### config.mk
export PLATFORM = sky130hd
export DESIGN_NAME = thm_regmap
export DESIGN_NICKNAME = d
export VERILOG_FILES = /design/src/thm_pkg.sv /design/src/thm_alert_filter.sv /design/src/thm_regmap.sv
export SDC_FILE = /design/constraint.sdc
export NUM_CORES = 1
export LEC_CHECK = 0
export BUFFER_PORTS_ARGS = -buffer_cell sky130_fd_sc_hd__buf_2
export CAP_MARGIN = 10
export CORE_MARGIN = 1.5
export CORE_UTILIZATION = 29
export CTS_CLUSTER_DIAMETER = 40
export DETAILED_ROUTE_END_ITERATION = 8
export PLACE_DENSITY = 0.48
export SYNTH_ARGS = -nofsm -noshare
export SYNTH_HDL_FRONTEND = slang
export SYNTH_SLANG_ARGS = --single-unit
export TNS_END_PERCENT = 5
### constraint.sdc
create_clock -name clock -period 4.55 [get_ports clock]
set_input_delay 0.2275 -clock clock [delete_from_list [all_inputs] [get_ports clock]]
set_output_delay 0.2275 -clock clock [all_outputs]
set_load 0.01 [all_outputs]
### src/thm_pkg.sv
// Purpose: shared constants for the temperature monitor register map
// Assumes: 8-bit registers, 8-bit register pointer, 100 MHz clock
// Notes:   storage indices are internal; addresses are the bus view
package thm_pkg;

  // ****************************************
  // clock and timing
  // ****************************************
  localparam int unsigned CLOCK_KHZ        = 100000;
  localparam int unsigned BUS_TIMEOUT_MS   = 25;
  localparam int unsigned BUS_TIMEOUT_CYC  = BUS_TIMEOUT_MS * CLOCK_KHZ;
  localparam int unsigned TIMEOUT_CNT_W    = 22;

  // ****************************************
  // read addresses
  // ****************************************
  localparam logic [7:0] RD_LOCAL_VAL      = 8'h00;
  localparam logic [7:0] RD_REMOTE_VAL_HI  = 8'h01;
  localparam logic [7:0] RD_STATUS_FIRST   = 8'h02;
  localparam logic [7:0] RD_CONFIG_FIRST   = 8'h03;
  localparam logic [7:0] RD_CONV_RATE      = 8'h04;
  localparam logic [7:0] RD_LOCAL_HI_LIM   = 8'h05;
  localparam logic [7:0] RD_LOCAL_LO_LIM   = 8'h06;
  localparam logic [7:0] RD_REMOTE_HI_HI   = 8'h07;
  localparam logic [7:0] RD_REMOTE_LO_HI   = 8'h08;
  localparam logic [7:0] RD_REMOTE_VAL_LO  = 8'h10;
  localparam logic [7:0] RD_STATUS_SECOND  = 8'h23;
  localparam logic [7:0] RD_B_VAL_HI       = 8'h30;
  localparam logic [7:0] RD_B_VAL_LO       = 8'h33;
  localparam logic [7:0] RD_MAKER_ID       = 8'hfe;
  localparam logic [7:0] RD_SILICON_REV    = 8'hff;

  // ****************************************
  // write-only aliases
  // ****************************************
  localparam logic [7:0] WR_CONFIG_FIRST   = 8'h09;
  localparam logic [7:0] WR_CONV_RATE      = 8'h0a;
  localparam logic [7:0] WR_LOCAL_HI_LIM   = 8'h0b;
  localparam logic [7:0] WR_LOCAL_LO_LIM   = 8'h0c;
  localparam logic [7:0] WR_REMOTE_HI_HI   = 8'h0d;
  localparam logic [7:0] WR_REMOTE_LO_HI   = 8'h0e;
  localparam logic [7:0] WR_SINGLE_CONV    = 8'h0f;

  // ****************************************
  // shared read/write addresses
  // ****************************************
  localparam logic [7:0] RW_REMOTE_OFS_HI  = 8'h11;
  localparam logic [7:0] RW_REMOTE_OFS_LO  = 8'h12;
  localparam logic [7:0] RW_REMOTE_HI_LO   = 8'h13;
  localparam logic [7:0] RW_REMOTE_LO_LO   = 8'h14;
  localparam logic [7:0] RW_REMOTE_OT_LIM  = 8'h19;
  localparam logic [7:0] RW_LOCAL_OT_LIM   = 8'h20;
  localparam logic [7:0] RW_OT_HYST        = 8'h21;
  localparam logic [7:0] RW_ALERT_FILTER   = 8'h22;
  localparam logic [7:0] RW_CONFIG_SECOND  = 8'h24;
  localparam logic [7:0] RW_B_HI_HI        = 8'h31;
  localparam logic [7:0] RW_B_LO_HI        = 8'h32;
  localparam logic [7:0] RW_B_OFS_HI       = 8'h34;
  localparam logic [7:0] RW_B_OFS_LO       = 8'h35;
  localparam logic [7:0] RW_B_HI_LO        = 8'h36;
  localparam logic [7:0] RW_B_LO_LO        = 8'h37;
  localparam logic [7:0] RW_B_OT_LIM       = 8'h39;

  // ****************************************
  // storage indices of writable registers
  // ****************************************
  localparam int unsigned IX_CFG1   = 0;
  localparam int unsigned IX_RATE   = 1;
  localparam int unsigned IX_LHI    = 2;
  localparam int unsigned IX_LLO    = 3;
  localparam int unsigned IX_AHH    = 4;
  localparam int unsigned IX_ALH    = 5;
  localparam int unsigned IX_AOFH   = 6;
  localparam int unsigned IX_AOFL   = 7;
  localparam int unsigned IX_AHL    = 8;
  localparam int unsigned IX_ALL    = 9;
  localparam int unsigned IX_AOT    = 10;
  localparam int unsigned IX_LOT    = 11;
  localparam int unsigned IX_HYST   = 12;
  localparam int unsigned IX_FILT   = 13;
  localparam int unsigned IX_CFG2   = 14;
  localparam int unsigned IX_BHH    = 15;
  localparam int unsigned IX_BLH    = 16;
  localparam int unsigned IX_BOFH   = 17;
  localparam int unsigned IX_BOFL   = 18;
  localparam int unsigned IX_BHL    = 19;
  localparam int unsigned IX_BLL    = 20;
  localparam int unsigned IX_BOT    = 21;
  localparam int unsigned NREG      = 22;
  localparam int unsigned IX_NONE   = 31;

  // ****************************************
  // reset values and fields
  // ****************************************
  localparam logic [7:0] RST_ZERO          = 8'h00;
  localparam logic [7:0] RST_CONV_RATE     = 8'h07;
  localparam logic [7:0] RST_LIMIT_85C     = 8'h55;
  localparam logic [7:0] RST_HYST_10C      = 8'h0a;
  localparam logic [7:0] RST_ALERT_FILTER  = 8'h01;
  localparam int unsigned CFG1_BANK_BIT    = 3;
  localparam int unsigned FILT_SCL_TO_BIT  = 7;
  localparam int unsigned FILT_SDA_TO_BIT  = 6;
  localparam int unsigned FILT_MASK_BIT    = 4;
  localparam int unsigned FILT_CNT_LSB     = 1;
  localparam int unsigned FILT_CNT_W       = 3;
  localparam int unsigned NCHAN            = 3;
  localparam logic [1:0] CH_LOCAL          = 2'h0;
  localparam logic [1:0] CH_REMOTE_A       = 2'h1;
  localparam logic [1:0] CH_REMOTE_B       = 2'h2;

  function automatic logic [7:0] reset_value(input int unsigned idx);
    case (idx)
      IX_RATE:                                       reset_value = RST_CONV_RATE;
      IX_LHI, IX_AHH, IX_AOT, IX_LOT, IX_BHH, IX_BOT: reset_value = RST_LIMIT_85C;
      IX_HYST:                                       reset_value = RST_HYST_10C;
      IX_FILT:                                       reset_value = RST_ALERT_FILTER;
      default:                                       reset_value = RST_ZERO;
    endcase
  endfunction : reset_value

endpackage : thm_pkg

### src/thm_alert_filter.sv
// Purpose: consecutive out-of-limit filter for one channel
// Assumes: one result strobe per finished measurement
// Notes:   need code is a thermometer; ones plus one gives the count
`timescale 1ns/1ps
module thm_alert_filter (
  // clock and reset
  input  wire logic       clock,
  input  wire logic       nrst,
  // measurement result
  input  wire logic       result_valid,
  input  wire logic       out_of_limit,
  input  wire logic [2:0] need_code,
  // filtered alert level
  output logic            fire
);

  typedef struct packed {
    logic [2:0] run;
    logic       fire;
  } thm_filt_state_t;

  thm_filt_state_t st_ff;
  thm_filt_state_t nxt_st;
  logic [2:0]      need;

  always_comb begin
    nxt_st = st_ff;
    // count needed from code
    need = 3'h1 + 3'(need_code[0]) + 3'(need_code[1]) + 3'(need_code[2]);
    if (result_valid) begin
      if (out_of_limit) begin
        // saturate so a long excursion cannot wrap the run
        if (st_ff.run < need) begin
          nxt_st.run = st_ff.run + 3'h1;
        end
        // alert after the run
        if (st_ff.run + 3'h1 >= need) begin
          nxt_st.fire = 1'b1;
        end
      end else begin
        // restart on in-limit
        nxt_st.run  = 3'h0;
        nxt_st.fire = 1'b0;
      end
    end
  end

  always_ff @(posedge clock) begin
    if (!nrst) begin
      st_ff <= '0;
    end else begin
      st_ff <= nxt_st;
    end
  end

  assign fire = st_ff.fire;

endmodule : thm_alert_filter

### src/thm_regmap.sv
// Purpose: register map, alert filters and bus timeouts of the monitor
// Assumes: serial front end gives one-cycle register read/write strobes
// Notes:   read and write addresses differ for several registers
//
// How it works
// alert only after the programmed run of out-of-limit results, up to four
// alert filter register resets to 01, one result suffices
// filter bit 7 enables clock timeout, bit 6 data timeout, both off
// filter bit 4 masks the local alert; bit 0 does nothing
// config bit 3 selects second remote channel at shared addresses
// write to 0F starts one measurement; data is dropped
// high and over-temperature limits reset to 55
// over-temperature hysteresis resets to 0A
// no averaging at the three fastest conversion rates
// enabled timeout abandons a transfer after 25 ms of stuck line
// single measurement in standby covers all channels, then standby
// an in-limit result restarts that channel's run count
// writes to addresses without write function change nothing
`timescale 1ns/1ps
module thm_regmap #(
  parameter int unsigned TIMEOUT_CYCLES  = thm_pkg::BUS_TIMEOUT_CYC,
  parameter logic [7:0]  MAKER_ID        = 8'h5a, // arbitrary value
  parameter logic [7:0]  SILICON_REV     = 8'h01, // arbitrary value
  parameter logic [7:0]  FAST_RATE_FIRST = 8'h08
) (
  // clock and reset
  input  wire logic        clock,
  input  wire logic        nrst,
  // register access from the serial front end
  input  wire logic        reg_wr,
  input  wire logic        reg_rd,
  input  wire logic [7:0]  reg_addr,
  input  wire logic [7:0]  reg_wdata,
  output logic [7:0]       reg_rdata,
  output logic             reg_rvalid,
  // status bytes from the flag logic
  input  wire logic [7:0]  status_first_in,
  input  wire logic [7:0]  status_second_in,
  // measurement results
  input  wire logic        meas_valid,
  input  wire logic [1:0]  meas_chan,
  input  wire logic [7:0]  meas_high,
  input  wire logic [7:0]  meas_low,
  input  wire logic        meas_out_of_limit,
  // bus line levels
  input  wire logic        scl_pin,
  input  wire logic        sda_pin,
  // control towards the converter and front end
  output logic             conversion_start,
  output logic             averaging_enable,
  output logic [7:0]       config_first,
  output logic [7:0]       conversion_rate,
  output logic [7:0]       overtemp_hysteresis,
  output logic [2:0]       alert_chan,
  output logic             alert_request,
  output logic             bus_abort
);

  localparam int unsigned W = thm_pkg::TIMEOUT_CNT_W;

  typedef struct packed {
    logic [thm_pkg::NREG-1:0][7:0] regs;
    logic [7:0]                    local_val;
    logic [7:0]                    a_val_hi;
    logic [7:0]                    a_val_lo;
    logic [7:0]                    b_val_hi;
    logic [7:0]                    b_val_lo;
    logic [7:0]                    rdata;
    logic                          rvalid;
    logic                          start;
    logic                          avg;
    logic [2:0]                    alert_chan;
    logic                          alert;
    logic [1:0]                    scl_sync;
    logic [1:0]                    sda_sync;
    logic [W-1:0]                  scl_cnt;
    logic [W-1:0]                  sda_cnt;
    logic                          abort;
  } thm_state_t;

  thm_state_t  st_ff;
  thm_state_t  nxt_st;
  logic [2:0]  fire;
  logic        bank_b;
  logic [4:0]  wr_ix;
  logic [7:0]  filt;

  assign bank_b = st_ff.regs[thm_pkg::IX_CFG1][thm_pkg::CFG1_BANK_BIT];
  assign filt   = st_ff.regs[thm_pkg::IX_FILT];

  // ****************************************
  // per-channel consecutive filters
  // ****************************************
  genvar gi;
  generate
    for (gi = 0; gi < thm_pkg::NCHAN; gi++) begin : g_filt
      thm_alert_filter u_filt (
        .clock        (clock),
        .nrst         (nrst),
        .result_valid (meas_valid && (meas_chan == 2'(gi))),
        .out_of_limit (meas_out_of_limit),
        .need_code    (filt[thm_pkg::FILT_CNT_LSB +: thm_pkg::FILT_CNT_W]),
        .fire         (fire[gi])
      );
    end
  endgenerate

  // ****************************************
  // write address to storage index
  // ****************************************
  always_comb begin
    // unmapped writes go nowhere
    wr_ix = 5'(thm_pkg::IX_NONE);
    case (reg_addr)
      thm_pkg::WR_CONFIG_FIRST:  wr_ix = 5'(thm_pkg::IX_CFG1);
      thm_pkg::WR_CONV_RATE:     wr_ix = 5'(thm_pkg::IX_RATE);
      thm_pkg::WR_LOCAL_HI_LIM:  wr_ix = 5'(thm_pkg::IX_LHI);
      thm_pkg::WR_LOCAL_LO_LIM:  wr_ix = 5'(thm_pkg::IX_LLO);
      // bank select on writes
      thm_pkg::WR_REMOTE_HI_HI:  wr_ix = bank_b ? 5'(thm_pkg::IX_BHH)  : 5'(thm_pkg::IX_AHH);
      thm_pkg::WR_REMOTE_LO_HI:  wr_ix = bank_b ? 5'(thm_pkg::IX_BLH)  : 5'(thm_pkg::IX_ALH);
      thm_pkg::RW_REMOTE_OFS_HI: wr_ix = bank_b ? 5'(thm_pkg::IX_BOFH) : 5'(thm_pkg::IX_AOFH);
      thm_pkg::RW_REMOTE_OFS_LO: wr_ix = bank_b ? 5'(thm_pkg::IX_BOFL) : 5'(thm_pkg::IX_AOFL);
      thm_pkg::RW_REMOTE_HI_LO:  wr_ix = bank_b ? 5'(thm_pkg::IX_BHL)  : 5'(thm_pkg::IX_AHL);
      thm_pkg::RW_REMOTE_LO_LO:  wr_ix = bank_b ? 5'(thm_pkg::IX_BLL)  : 5'(thm_pkg::IX_ALL);
      thm_pkg::RW_REMOTE_OT_LIM: wr_ix = bank_b ? 5'(thm_pkg::IX_BOT)  : 5'(thm_pkg::IX_AOT);
      thm_pkg::RW_LOCAL_OT_LIM:  wr_ix = 5'(thm_pkg::IX_LOT);
      thm_pkg::RW_OT_HYST:       wr_ix = 5'(thm_pkg::IX_HYST);
      thm_pkg::RW_ALERT_FILTER:  wr_ix = 5'(thm_pkg::IX_FILT);
      thm_pkg::RW_CONFIG_SECOND: wr_ix = 5'(thm_pkg::IX_CFG2);
      thm_pkg::RW_B_HI_HI:       wr_ix = 5'(thm_pkg::IX_BHH);
      thm_pkg::RW_B_LO_HI:       wr_ix = 5'(thm_pkg::IX_BLH);
      thm_pkg::RW_B_OFS_HI:      wr_ix = 5'(thm_pkg::IX_BOFH);
      thm_pkg::RW_B_OFS_LO:      wr_ix = 5'(thm_pkg::IX_BOFL);
      thm_pkg::RW_B_HI_LO:       wr_ix = 5'(thm_pkg::IX_BHL);
      thm_pkg::RW_B_LO_LO:       wr_ix = 5'(thm_pkg::IX_BLL);
      thm_pkg::RW_B_OT_LIM:      wr_ix = 5'(thm_pkg::IX_BOT);
      default:                   wr_ix = 5'(thm_pkg::IX_NONE);
    endcase
  end

  // ****************************************
  // next state
  // ****************************************
  always_comb begin
    nxt_st        = st_ff;
    nxt_st.rvalid = 1'b0;
    nxt_st.start  = 1'b0;
    nxt_st.abort  = 1'b0;

    // register writes
    if (reg_wr) begin
      if (wr_ix < 5'(thm_pkg::NREG)) begin
        nxt_st.regs[wr_ix] = reg_wdata;
      end
      // trigger only, data dropped
      if (reg_addr == thm_pkg::WR_SINGLE_CONV) begin
        nxt_st.start = 1'b1;
      end
    end

    // register reads, answered one cycle later
    if (reg_rd) begin
      nxt_st.rvalid = 1'b1;
      case (reg_addr)
        thm_pkg::RD_LOCAL_VAL:     nxt_st.rdata = st_ff.local_val;
        // bank select on reads
        thm_pkg::RD_REMOTE_VAL_HI: nxt_st.rdata = bank_b ? st_ff.b_val_hi : st_ff.a_val_hi;
        thm_pkg::RD_REMOTE_VAL_LO: nxt_st.rdata = bank_b ? st_ff.b_val_lo : st_ff.a_val_lo;
        thm_pkg::RD_STATUS_FIRST:  nxt_st.rdata = status_first_in;
        thm_pkg::RD_CONFIG_FIRST:  nxt_st.rdata = st_ff.regs[thm_pkg::IX_CFG1];
        thm_pkg::RD_CONV_RATE:     nxt_st.rdata = st_ff.regs[thm_pkg::IX_RATE];
        thm_pkg::RD_LOCAL_HI_LIM:  nxt_st.rdata = st_ff.regs[thm_pkg::IX_LHI];
        thm_pkg::RD_LOCAL_LO_LIM:  nxt_st.rdata = st_ff.regs[thm_pkg::IX_LLO];
        thm_pkg::RD_REMOTE_HI_HI:
          nxt_st.rdata = st_ff.regs[bank_b ? thm_pkg::IX_BHH : thm_pkg::IX_AHH];
        thm_pkg::RD_REMOTE_LO_HI:
          nxt_st.rdata = st_ff.regs[bank_b ? thm_pkg::IX_BLH : thm_pkg::IX_ALH];
        thm_pkg::RW_REMOTE_OFS_HI:
          nxt_st.rdata = st_ff.regs[bank_b ? thm_pkg::IX_BOFH : thm_pkg::IX_AOFH];
        thm_pkg::RW_REMOTE_OFS_LO:
          nxt_st.rdata = st_ff.regs[bank_b ? thm_pkg::IX_BOFL : thm_pkg::IX_AOFL];
        thm_pkg::RW_REMOTE_HI_LO:
          nxt_st.rdata = st_ff.regs[bank_b ? thm_pkg::IX_BHL : thm_pkg::IX_AHL];
        thm_pkg::RW_REMOTE_LO_LO:
          nxt_st.rdata = st_ff.regs[bank_b ? thm_pkg::IX_BLL : thm_pkg::IX_ALL];
        thm_pkg::RW_REMOTE_OT_LIM:
          nxt_st.rdata = st_ff.regs[bank_b ? thm_pkg::IX_BOT : thm_pkg::IX_AOT];
        thm_pkg::RW_LOCAL_OT_LIM:  nxt_st.rdata = st_ff.regs[thm_pkg::IX_LOT];
        thm_pkg::RW_OT_HYST:       nxt_st.rdata = st_ff.regs[thm_pkg::IX_HYST];
        thm_pkg::RW_ALERT_FILTER:  nxt_st.rdata = st_ff.regs[thm_pkg::IX_FILT];
        thm_pkg::RD_STATUS_SECOND: nxt_st.rdata = status_second_in;
        thm_pkg::RW_CONFIG_SECOND: nxt_st.rdata = st_ff.regs[thm_pkg::IX_CFG2];
        thm_pkg::RD_B_VAL_HI:      nxt_st.rdata = st_ff.b_val_hi;
        thm_pkg::RW_B_HI_HI:       nxt_st.rdata = st_ff.regs[thm_pkg::IX_BHH];
        thm_pkg::RW_B_LO_HI:       nxt_st.rdata = st_ff.regs[thm_pkg::IX_BLH];
        thm_pkg::RD_B_VAL_LO:      nxt_st.rdata = st_ff.b_val_lo;
        thm_pkg::RW_B_OFS_HI:      nxt_st.rdata = st_ff.regs[thm_pkg::IX_BOFH];
        thm_pkg::RW_B_OFS_LO:      nxt_st.rdata = st_ff.regs[thm_pkg::IX_BOFL];
        thm_pkg::RW_B_HI_LO:       nxt_st.rdata = st_ff.regs[thm_pkg::IX_BHL];
        thm_pkg::RW_B_LO_LO:       nxt_st.rdata = st_ff.regs[thm_pkg::IX_BLL];
        thm_pkg::RW_B_OT_LIM:      nxt_st.rdata = st_ff.regs[thm_pkg::IX_BOT];
        thm_pkg::RD_MAKER_ID:      nxt_st.rdata = MAKER_ID;
        thm_pkg::RD_SILICON_REV:   nxt_st.rdata = SILICON_REV;
        default:                   nxt_st.rdata = 8'h00;
      endcase
    end

    // measurement capture; value registers are read-only to the bus
    if (meas_valid) begin
      case (meas_chan)
        thm_pkg::CH_LOCAL: begin
          nxt_st.local_val = meas_high;
        end
        thm_pkg::CH_REMOTE_A: begin
          nxt_st.a_val_hi = meas_high;
          nxt_st.a_val_lo = meas_low;
        end
        thm_pkg::CH_REMOTE_B: begin
          nxt_st.b_val_hi = meas_high;
          nxt_st.b_val_lo = meas_low;
        end
        default: begin
          nxt_st.local_val = st_ff.local_val;
        end
      endcase
    end

    // averaging off at fast rates
    nxt_st.avg = st_ff.regs[thm_pkg::IX_RATE] < FAST_RATE_FIRST;

    // internal alert mask
    nxt_st.alert_chan = {fire[2], fire[1], fire[0] & ~filt[thm_pkg::FILT_MASK_BIT]};
    nxt_st.alert      = |nxt_st.alert_chan;

    // line synchronisers
    nxt_st.scl_sync = {st_ff.scl_sync[0], scl_pin};
    nxt_st.sda_sync = {st_ff.sda_sync[0], sda_pin};

    // clock line timeout enable
    if (!filt[thm_pkg::FILT_SCL_TO_BIT] || st_ff.scl_sync[1]) begin
      nxt_st.scl_cnt = '0;
    end else if (st_ff.scl_cnt == W'(TIMEOUT_CYCLES - 1)) begin
      // abandon after stuck line
      nxt_st.abort   = 1'b1;
      nxt_st.scl_cnt = '0;
    end else begin
      nxt_st.scl_cnt = st_ff.scl_cnt + W'(1);
    end

    // data line timeout enable
    if (!filt[thm_pkg::FILT_SDA_TO_BIT] || st_ff.sda_sync[1]) begin
      nxt_st.sda_cnt = '0;
    end else if (st_ff.sda_cnt == W'(TIMEOUT_CYCLES - 1)) begin
      // abandon after stuck line
      nxt_st.abort   = 1'b1;
      nxt_st.sda_cnt = '0;
    end else begin
      nxt_st.sda_cnt = st_ff.sda_cnt + W'(1);
    end
  end

  // ****************************************
  // state register
  // ****************************************
  always_ff @(posedge clock) begin
    if (!nrst) begin
      st_ff <= '0;
      // power-on defaults
      for (int i = 0; i < thm_pkg::NREG; i++) begin
        st_ff.regs[i] <= thm_pkg::reset_value(i);
      end
      // lines idle high so a held reset does not look like a stuck bus
      st_ff.scl_sync <= 2'h3;
      st_ff.sda_sync <= 2'h3;
    end else begin
      st_ff <= nxt_st;
    end
  end

  assign reg_rdata           = st_ff.rdata;
  assign reg_rvalid          = st_ff.rvalid;
  // one pulse starts all channels
  assign conversion_start    = st_ff.start;
  assign averaging_enable    = st_ff.avg;
  assign config_first        = st_ff.regs[thm_pkg::IX_CFG1];
  assign conversion_rate     = st_ff.regs[thm_pkg::IX_RATE];
  assign overtemp_hysteresis = st_ff.regs[thm_pkg::IX_HYST];
  assign alert_chan          = st_ff.alert_chan;
  assign alert_request       = st_ff.alert;
  assign bus_abort           = st_ff.abort;

endmodule : thm_regmap

==> flow_metrics.env, run 1 <==
export IMPL_synth_top_flop_cell="dfxtp_1"
export IMPL_portBuffers=97
export IMPL_ys_types=85
export IMPL_whs_path_depth=3
export IMPL_core_area_um2=49050
export IMPL_ys_seq_area_share_pct=40.52
export IMPL_power_mw=7.063
export IMPL_final_max_slew_violation_count=0
export IMPL_pre_cts_slack_ns=0.9477
export IMPL_setup_violations_final=0
export IMPL_final_hold_viol_count=0
export IMPL_ys_seq_elements=292
export IMPL_die_w_um=226.0
export IMPL_holdWs_ns=0.02565
export IMPL_cts_root_buffer="clkbuf_16"
export IMPL_synth_top_cell_area_share_pct=40.52
export IMPL_avgSynthCellArea_um2=8.306
export IMPL_first_global_vias=13060
export IMPL_start_util_pct=29.41
export IMPL_arrival_ns=3.90
export IMPL_dieArea_um2=51100
export IMPL_grt_first_pass_wirelength_um=94550
export IMPL_drive_above_1_share_pct=15.59
export IMPL_timing_rr_end="st_ff[242]"
export IMPL_drc=0
export IMPL_design_area_um2=17490
export IMPL_grtUsageTotal_pct=25.85
export IMPL_htree_levels=2
export IMPL_power_density_nw_per_um2=403.7
export IMPL_crit_fanout=24
export IMPL_ys_warnings_count=0
export IMPL_min_path_type="primary input to register"
export IMPL_period_minus_slack_ns=3.467
export IMPL_cts_setup_buffers=0
export IMPL_finalClockSkew_ns=0.01387
export IMPL_dr_pass1_iters=6
export IMPL_synth_edf_count=0
export IMPL_synthArstFlopShare_pct=0
export IMPL_synth_nets=1820
export IMPL_fillers=5183
export IMPL_netlist_area_um2=14430
export IMPL_rsz0062_at_grt="no"
export IMPL_drtAntennaViolNets=0
export IMPL_cap_violations=0
export IMPL_timing_rr_start="config_first[3]"
export IMPL_end_kind="register"
export IMPL_worstMarginPinSlew_ns=1.103
export IMPL_place_area_um2=15370
export IMPL_peakVddDrop_uv=257.0
export IMPL_gp_congestion=1.029
export IMPL_rows=81
export IMPL_routedWlPerCell_um=26.45
export IMPL_startpoint="config_first[3]"
export IMPL_die_y_um=226.0
export IMPL_fin_tns_setup_ns=0
export IMPL_grt_max_degree=74
export IMPL_relSlewSlack_pct=26.50
export IMPL_synth_area_leader_cell="dfxtp_1"
export IMPL_fin_ws_ns=1.083
export IMPL_max_clock_freq_ghz=0.2884
export IMPL_cts_path_max_buffers=3
export IMPL_ios=98
export IMPL_vias=13900
export IMPL_clk_pin_slew_ns=0.05
export IMPL_post_cts_resized=0
export IMPL_synthCells=1737
export IMPL_hpwl_um=48620
export IMPL_cts_buffers=53
export IMPL_ff2ff_path_depth=7
export IMPL_dp_cells=2380
export IMPL_vias_per_cell=5.547
export IMPL_status="completed"
export IMPL_worstSkewPairLatency_ns=0.60
export IMPL_nets=1879
export IMPL_area_delta_synth_final_pct=21.26
export IMPL_antenna_found_initial=1
export IMPL_finalNonFillerCells=2506
export IMPL_drt_wl_total_um=66290
export IMPL_r2r_slack_ns=1.08
export IMPL_hold_buffers=25
export IMPL_drt_iter0_drc=1481
export IMPL_cts_tree="done"
export IMPL_start_kind="register"
export IMPL_cp_data_required_time_ns=4.98
export IMPL_synth_area_leaders="dfxtp_1 (41%), mux2i_1 (6.2%), nand3_1 (6.1%), nand2_1 (5.6%), o21ai_0 (3.9%)"
export IMPL_utilization_pct=35.66
export IMPL_leakagePower_nw=6.446
export IMPL_path_class="register to register"
export IMPL_post_route_period_util_pct=76.21
export IMPL_crit_path_end="st_ff[242]"
export IMPL_grt_remaining_overflow=0
export IMPL_cts_sinks=292
==> worst max-delay path, stage by stage (launching register included) <==
cell and delay (ns):
dfxtp_2 0.77, inv_1 0.36, a2111oi_1 0.73, a31oi_1 0.11, nand4_1 0.32, nor4b_2 0.52
nand2_2 0.28, mux2i_1 0.18
==> worst min path at each step <==
stage	slack, ns	startpoint	to
final	0.03	reg_rd	reg_rvalid
after global routing	0.03	reg_rd	reg_rvalid
after CTS	0.006	reg_rd	reg_rvalid
after detailed placement	0.40	nxt_st[46]	st_ff[46]
after global placement	0.39	nxt_st[46]	st_ff[46]
after floorplan	0.33	sda_pin	nxt_st[46]
==> per-layer routing <==
| metal | part of all wire (%) | wire [µm] | track usage, % |
|---|---|---|---|
| met5 | 0 | 0 | 0 |
| met4 | 5.1 | 3410 | 12.71 |
| met3 | 6.3 | 4171 | 4.163 |
| met2 | 43 | 28600 | 38.91 |
| met1 | 45 | 30100 | 35.73 |
==> cells by family after synthesis <==
family                     count (synthesis)  synth area share, %
buffers and inverters                    193                6.539
DFF                                      292                40.52
and+or+nand+nor                          707                24.08
muxes                                    102                7.181
AOI/OAI and AO/OA                        372                16.67
adders and majority gates                 25                2.220
xor gates and xnor gates                  46                2.792
==> cell usage in the layout, fill, tap and decap left out, drive strengths merged, types with 7 or more instances in the layout <==
cell,n
dfxtp,292
nand2,217
nand3,176
buf,150
nor2,136
o21ai,120
mux2i,90
a21oi,81
clkbuf,61
a22oi,40
inv,37
nor3,35
xor2,32
dlygate4sd3,25
ha,24
nand4,17
nor2b,16
and3,16
clkinv,15
xnor2,14
nand2b,12
o22ai,12
mux2,12
a32oi,11
a221oi,11
nor4,11
nor4b,11
a31oi,10
a22o,9
and2,9
nor3b,7
o211ai,7
a222oi,7
==> flip-flops by register name, summed over array words and instances (netlist names), 3 cells and up <==
name and flops:
st_ff 230, g_filt.u_filt.fire 3, g_filt.u_filt.st_ff 9, conversion_rate 8
alert_chan 3, config_first 8, filt 8, overtemp_hysteresis 8
reg_rdata 8
==> report_power, final <==
group	switching (mW)	internal (mW)	leakage [nW]
Combinational	0.279	0.109	3.18
Clock	1.53	2.55	0.906
Sequential	0.0189	2.58	2.36
==> layout make-up <==
| cell class | count | area (µm²) | area share [%] |
|---|---|---|---|
| Multi-Input combinational cell | 1252 | 7706 | 44.05 |
| Sequential cell | 292 | 5847 | 33.42 |
| Clock buffer | 61 | 1386 | 7.924 |
| Timing Repair Buffer | 175 | 1152 | 6.587 |
| Tap cell | 664 | 830.8 | 4.749 |
| Clock inverter | 39 | 486.7 | 2.782 |
| Inverter | 22 | 82.58 | 0.4720 |
| Antenna cell | 1 | 2.502 | 0.01430 |
==> synth_stat cells, types with 10 or more instances <==
| cell type | count |
|---|---|
| buf_4 | 40 |
| xnor2_1 | 14 |
| nand4_1 | 17 |
| ha_1 | 24 |
| a32oi_1 | 11 |
| nor3_1 | 33 |
| buf_2 | 13 |
| a21oi_1 | 81 |
| nor2b_1 | 16 |
| nand2_1 | 215 |
| a221oi_1 | 11 |
| dfxtp_1 | 292 |
| nand2b_1 | 12 |
| mux2_2 | 12 |
| xor2_1 | 32 |
| clkbuf_1 | 94 |
| nor2_1 | 135 |
| nand3_1 | 176 |
| o21ai_0 | 113 |
| a22oi_1 | 40 |
| inv_1 | 21 |
| o22ai_1 | 12 |
| buf_1 | 17 |
| mux2i_1 | 90 |
| and3_1 | 16 |
| nor4_1 | 10 |
(Power assumes the default switching activity.)
==> inputs of run 2 (changes only) <==
- clock period: 4.55 -> 3.5 ns (I/O delays scaled with it)
==> flow_metrics.env, run 2 (synthesized netlist as in run 1, its figures left out) <==
export IMPL_drt_met1_wl_um=30530
export IMPL_final_hold_viol_count=0
export IMPL_path_class="register to register"
export IMPL_relSlewSlack_pct=25.12
export IMPL_antenna_found_initial=3
export IMPL_setup_violations_final=0
export IMPL_drc=0
export IMPL_biggestRegsByFlops="st_ff: 230 flops, g_filt.u_filt.st_ff: 9 flops"
export IMPL_largest_reg_flops=230
export IMPL_htree_levels=2
export IMPL_cts_tree="done"
export IMPL_clk_pin_slew_ns=0.06
export IMPL_end_kind="register"
export IMPL_rows=81
export IMPL_max_clock_freq_ghz=0.3073
export IMPL_die_w_um=226.0
export IMPL_regMostFlops="st_ff"
export IMPL_area_delta_synth_final_pct=21.85
export IMPL_crit_fanout=27
export IMPL_wl_met2_um=29070
export IMPL_grt_remaining_overflow=0
export IMPL_finalClockSkew_ns=0.02331
export IMPL_final_max_slew_violation_count=0
export IMPL_cap_violations=0
export IMPL_fin_tns_setup_ns=0
export IMPL_die_y_um=226.0
export IMPL_dr_wl_met3_um=4560
export IMPL_power_density_nw_per_um2=490.8
export IMPL_drive_above_1_share_pct=16.60
export IMPL_mostFrequentLayoutCells="dfxtp_1 (291), nand2_1 (215), nand3_1 (176), nor2_1 (135), o21ai_0 (113)"
export IMPL_drtAntennaViolNets=0
export IMPL_r2r_slack_ns=0.25
export IMPL_vias=14070
export IMPL_vias_per_cell=5.556
export IMPL_portBuffers=97
export IMPL_ios=98
export IMPL_min_path_type="primary input to register"
export IMPL_start_util_pct=29.41
export IMPL_gp_congestion=1.030
export IMPL_final_common_cell="dfxtp_1"
export IMPL_status="completed"
export IMPL_period_minus_slack_ns=3.255
export IMPL_cts_buffers=46
export IMPL_arrival_ns=3.65
export IMPL_dieArea_um2=51100
export IMPL_cts_sinks=292
export IMPL_leakagePower_nw=6.525
export IMPL_grt_first_pass_wirelength_um=95860
export IMPL_finalNonFillerCells=2532
export IMPL_worstSkewPairLatency_ns=0.58
export IMPL_hpwl_um=50050
export IMPL_drt_iter0_drc=1353
export IMPL_nets=1912
export IMPL_peakVddDrop_uv=356.6
export IMPL_fillers=5168
export IMPL_top_layer="met4"
export IMPL_grt_max_degree=66
export IMPL_first_global_vias=13200
export IMPL_cts_setup_buffers=0
export IMPL_core_area_um2=49050
export IMPL_dp_cells=2418
export IMPL_drt_wl_total_um=67210
export IMPL_start_kind="register"
export IMPL_cp_data_required_time_ns=3.89
export IMPL_rsz0062_at_grt="no"
export IMPL_post_route_period_util_pct=92.99
export IMPL_worstMarginPinSlew_ns=1.120
export IMPL_post_cts_resized=0
export IMPL_cts_path_max_buffers=3
export IMPL_routedWlPerCell_um=26.54
export IMPL_grtUsageTotal_pct=26.16
export IMPL_dr_pass1_iters=8
export IMPL_cts_root_buffer="clkbuf_16"
## run 2: cell count changes in the layout (fill, tap and decap cells not counted), sizes merged
| cell | previous run | this run |
|---|---|---|
| clkbuf | 61 | 58 |
| buf | 150 | 188 |
| dlygate4sd3 | 25 | 27 |
| inv | 37 | 29 |
| clkinvlp | 4 | 3 |
| clkinv | 15 | 13 |
## run 2: cell type report
class | count | area [µm²] | area share, %
multi-input combinational | 1252 | 7706 | 43.84
clock buffer | 58 | 1267 | 7.210
clock inverter | 28 | 335.3 | 1.907
inverter | 22 | 82.58 | 0.4697
tap | 664 | 830.8 | 4.726
antenna | 1 | 2.502 | 0.01423
sequential | 292 | 5847 | 33.26
timing repair buffer | 215 | 1508 | 8.577
## run 2: power by group
group          internal [mW]  total [mW]  switching (mW)
logic                  0.157       0.534           0.377
registers               3.35        3.37          0.0237
clock network           2.97        4.72            1.75
total                   6.48        8.63            2.15
## run 2: worst max-delay path: stages (launching register included)
cell      delay, ns
dfxtp_2        0.51
buf_12         0.27
nand2_1        0.08
o32ai_1        0.07
a221oi_1       0.56
o311ai_0       0.41
or2_2          0.41
or3_1          0.37
buf_4          0.21
mux2i_1        0.14
## run 2: path summary, 6_finish.rpt
kind,start,to,cells after the start
worst max-delay path,config_first[3],st_ff[235],9
worst min-delay path,reg_wdata[4],st_ff[196],3
worst max register to register,config_first[3],st_ff[235],9
worst min register to register,nxt_st[46],st_ff[46],1
## run 2: through the flow
step | setup WS, ns | total power [mW] | cell area, µm² | utilization (%) | hold slack (ns)
floorplan | 0.8434 | 3.693 | 14430 | - | 0.2765
global placement | 0.2590 | 3.943 | 15700 | 32.01 | 0.3772
detailed placement | 0.2347 | 3.941 | 15700 | 32.01 | 0.3762
CTS | 0.3855 | 8.704 | 17580 | 35.83 | 0.01456
global route | 0.1722 | 8.882 | 17580 | 35.84 | 0.03216
finish | 0.2453 | 8.627 | 17580 | 35.84 | 0.04109
## run 2: timing repair
item                       in CTS  in global routing
setup endpoints to repair       0                  0
hold endpoints to repair       63                  0
hold buffers                   27                  0
## run 2: routing by layer
| layer | global-route usage (%) | up-vias |
|---|---|---|
| li1 | - | 6418 |
| met1 | 36.33 | 6869 |
| met2 | 39.71 | 653 |
| met3 | 4.163 | 129 |
| met4 | 11.70 | 0 |
| met5 | 0 | - |
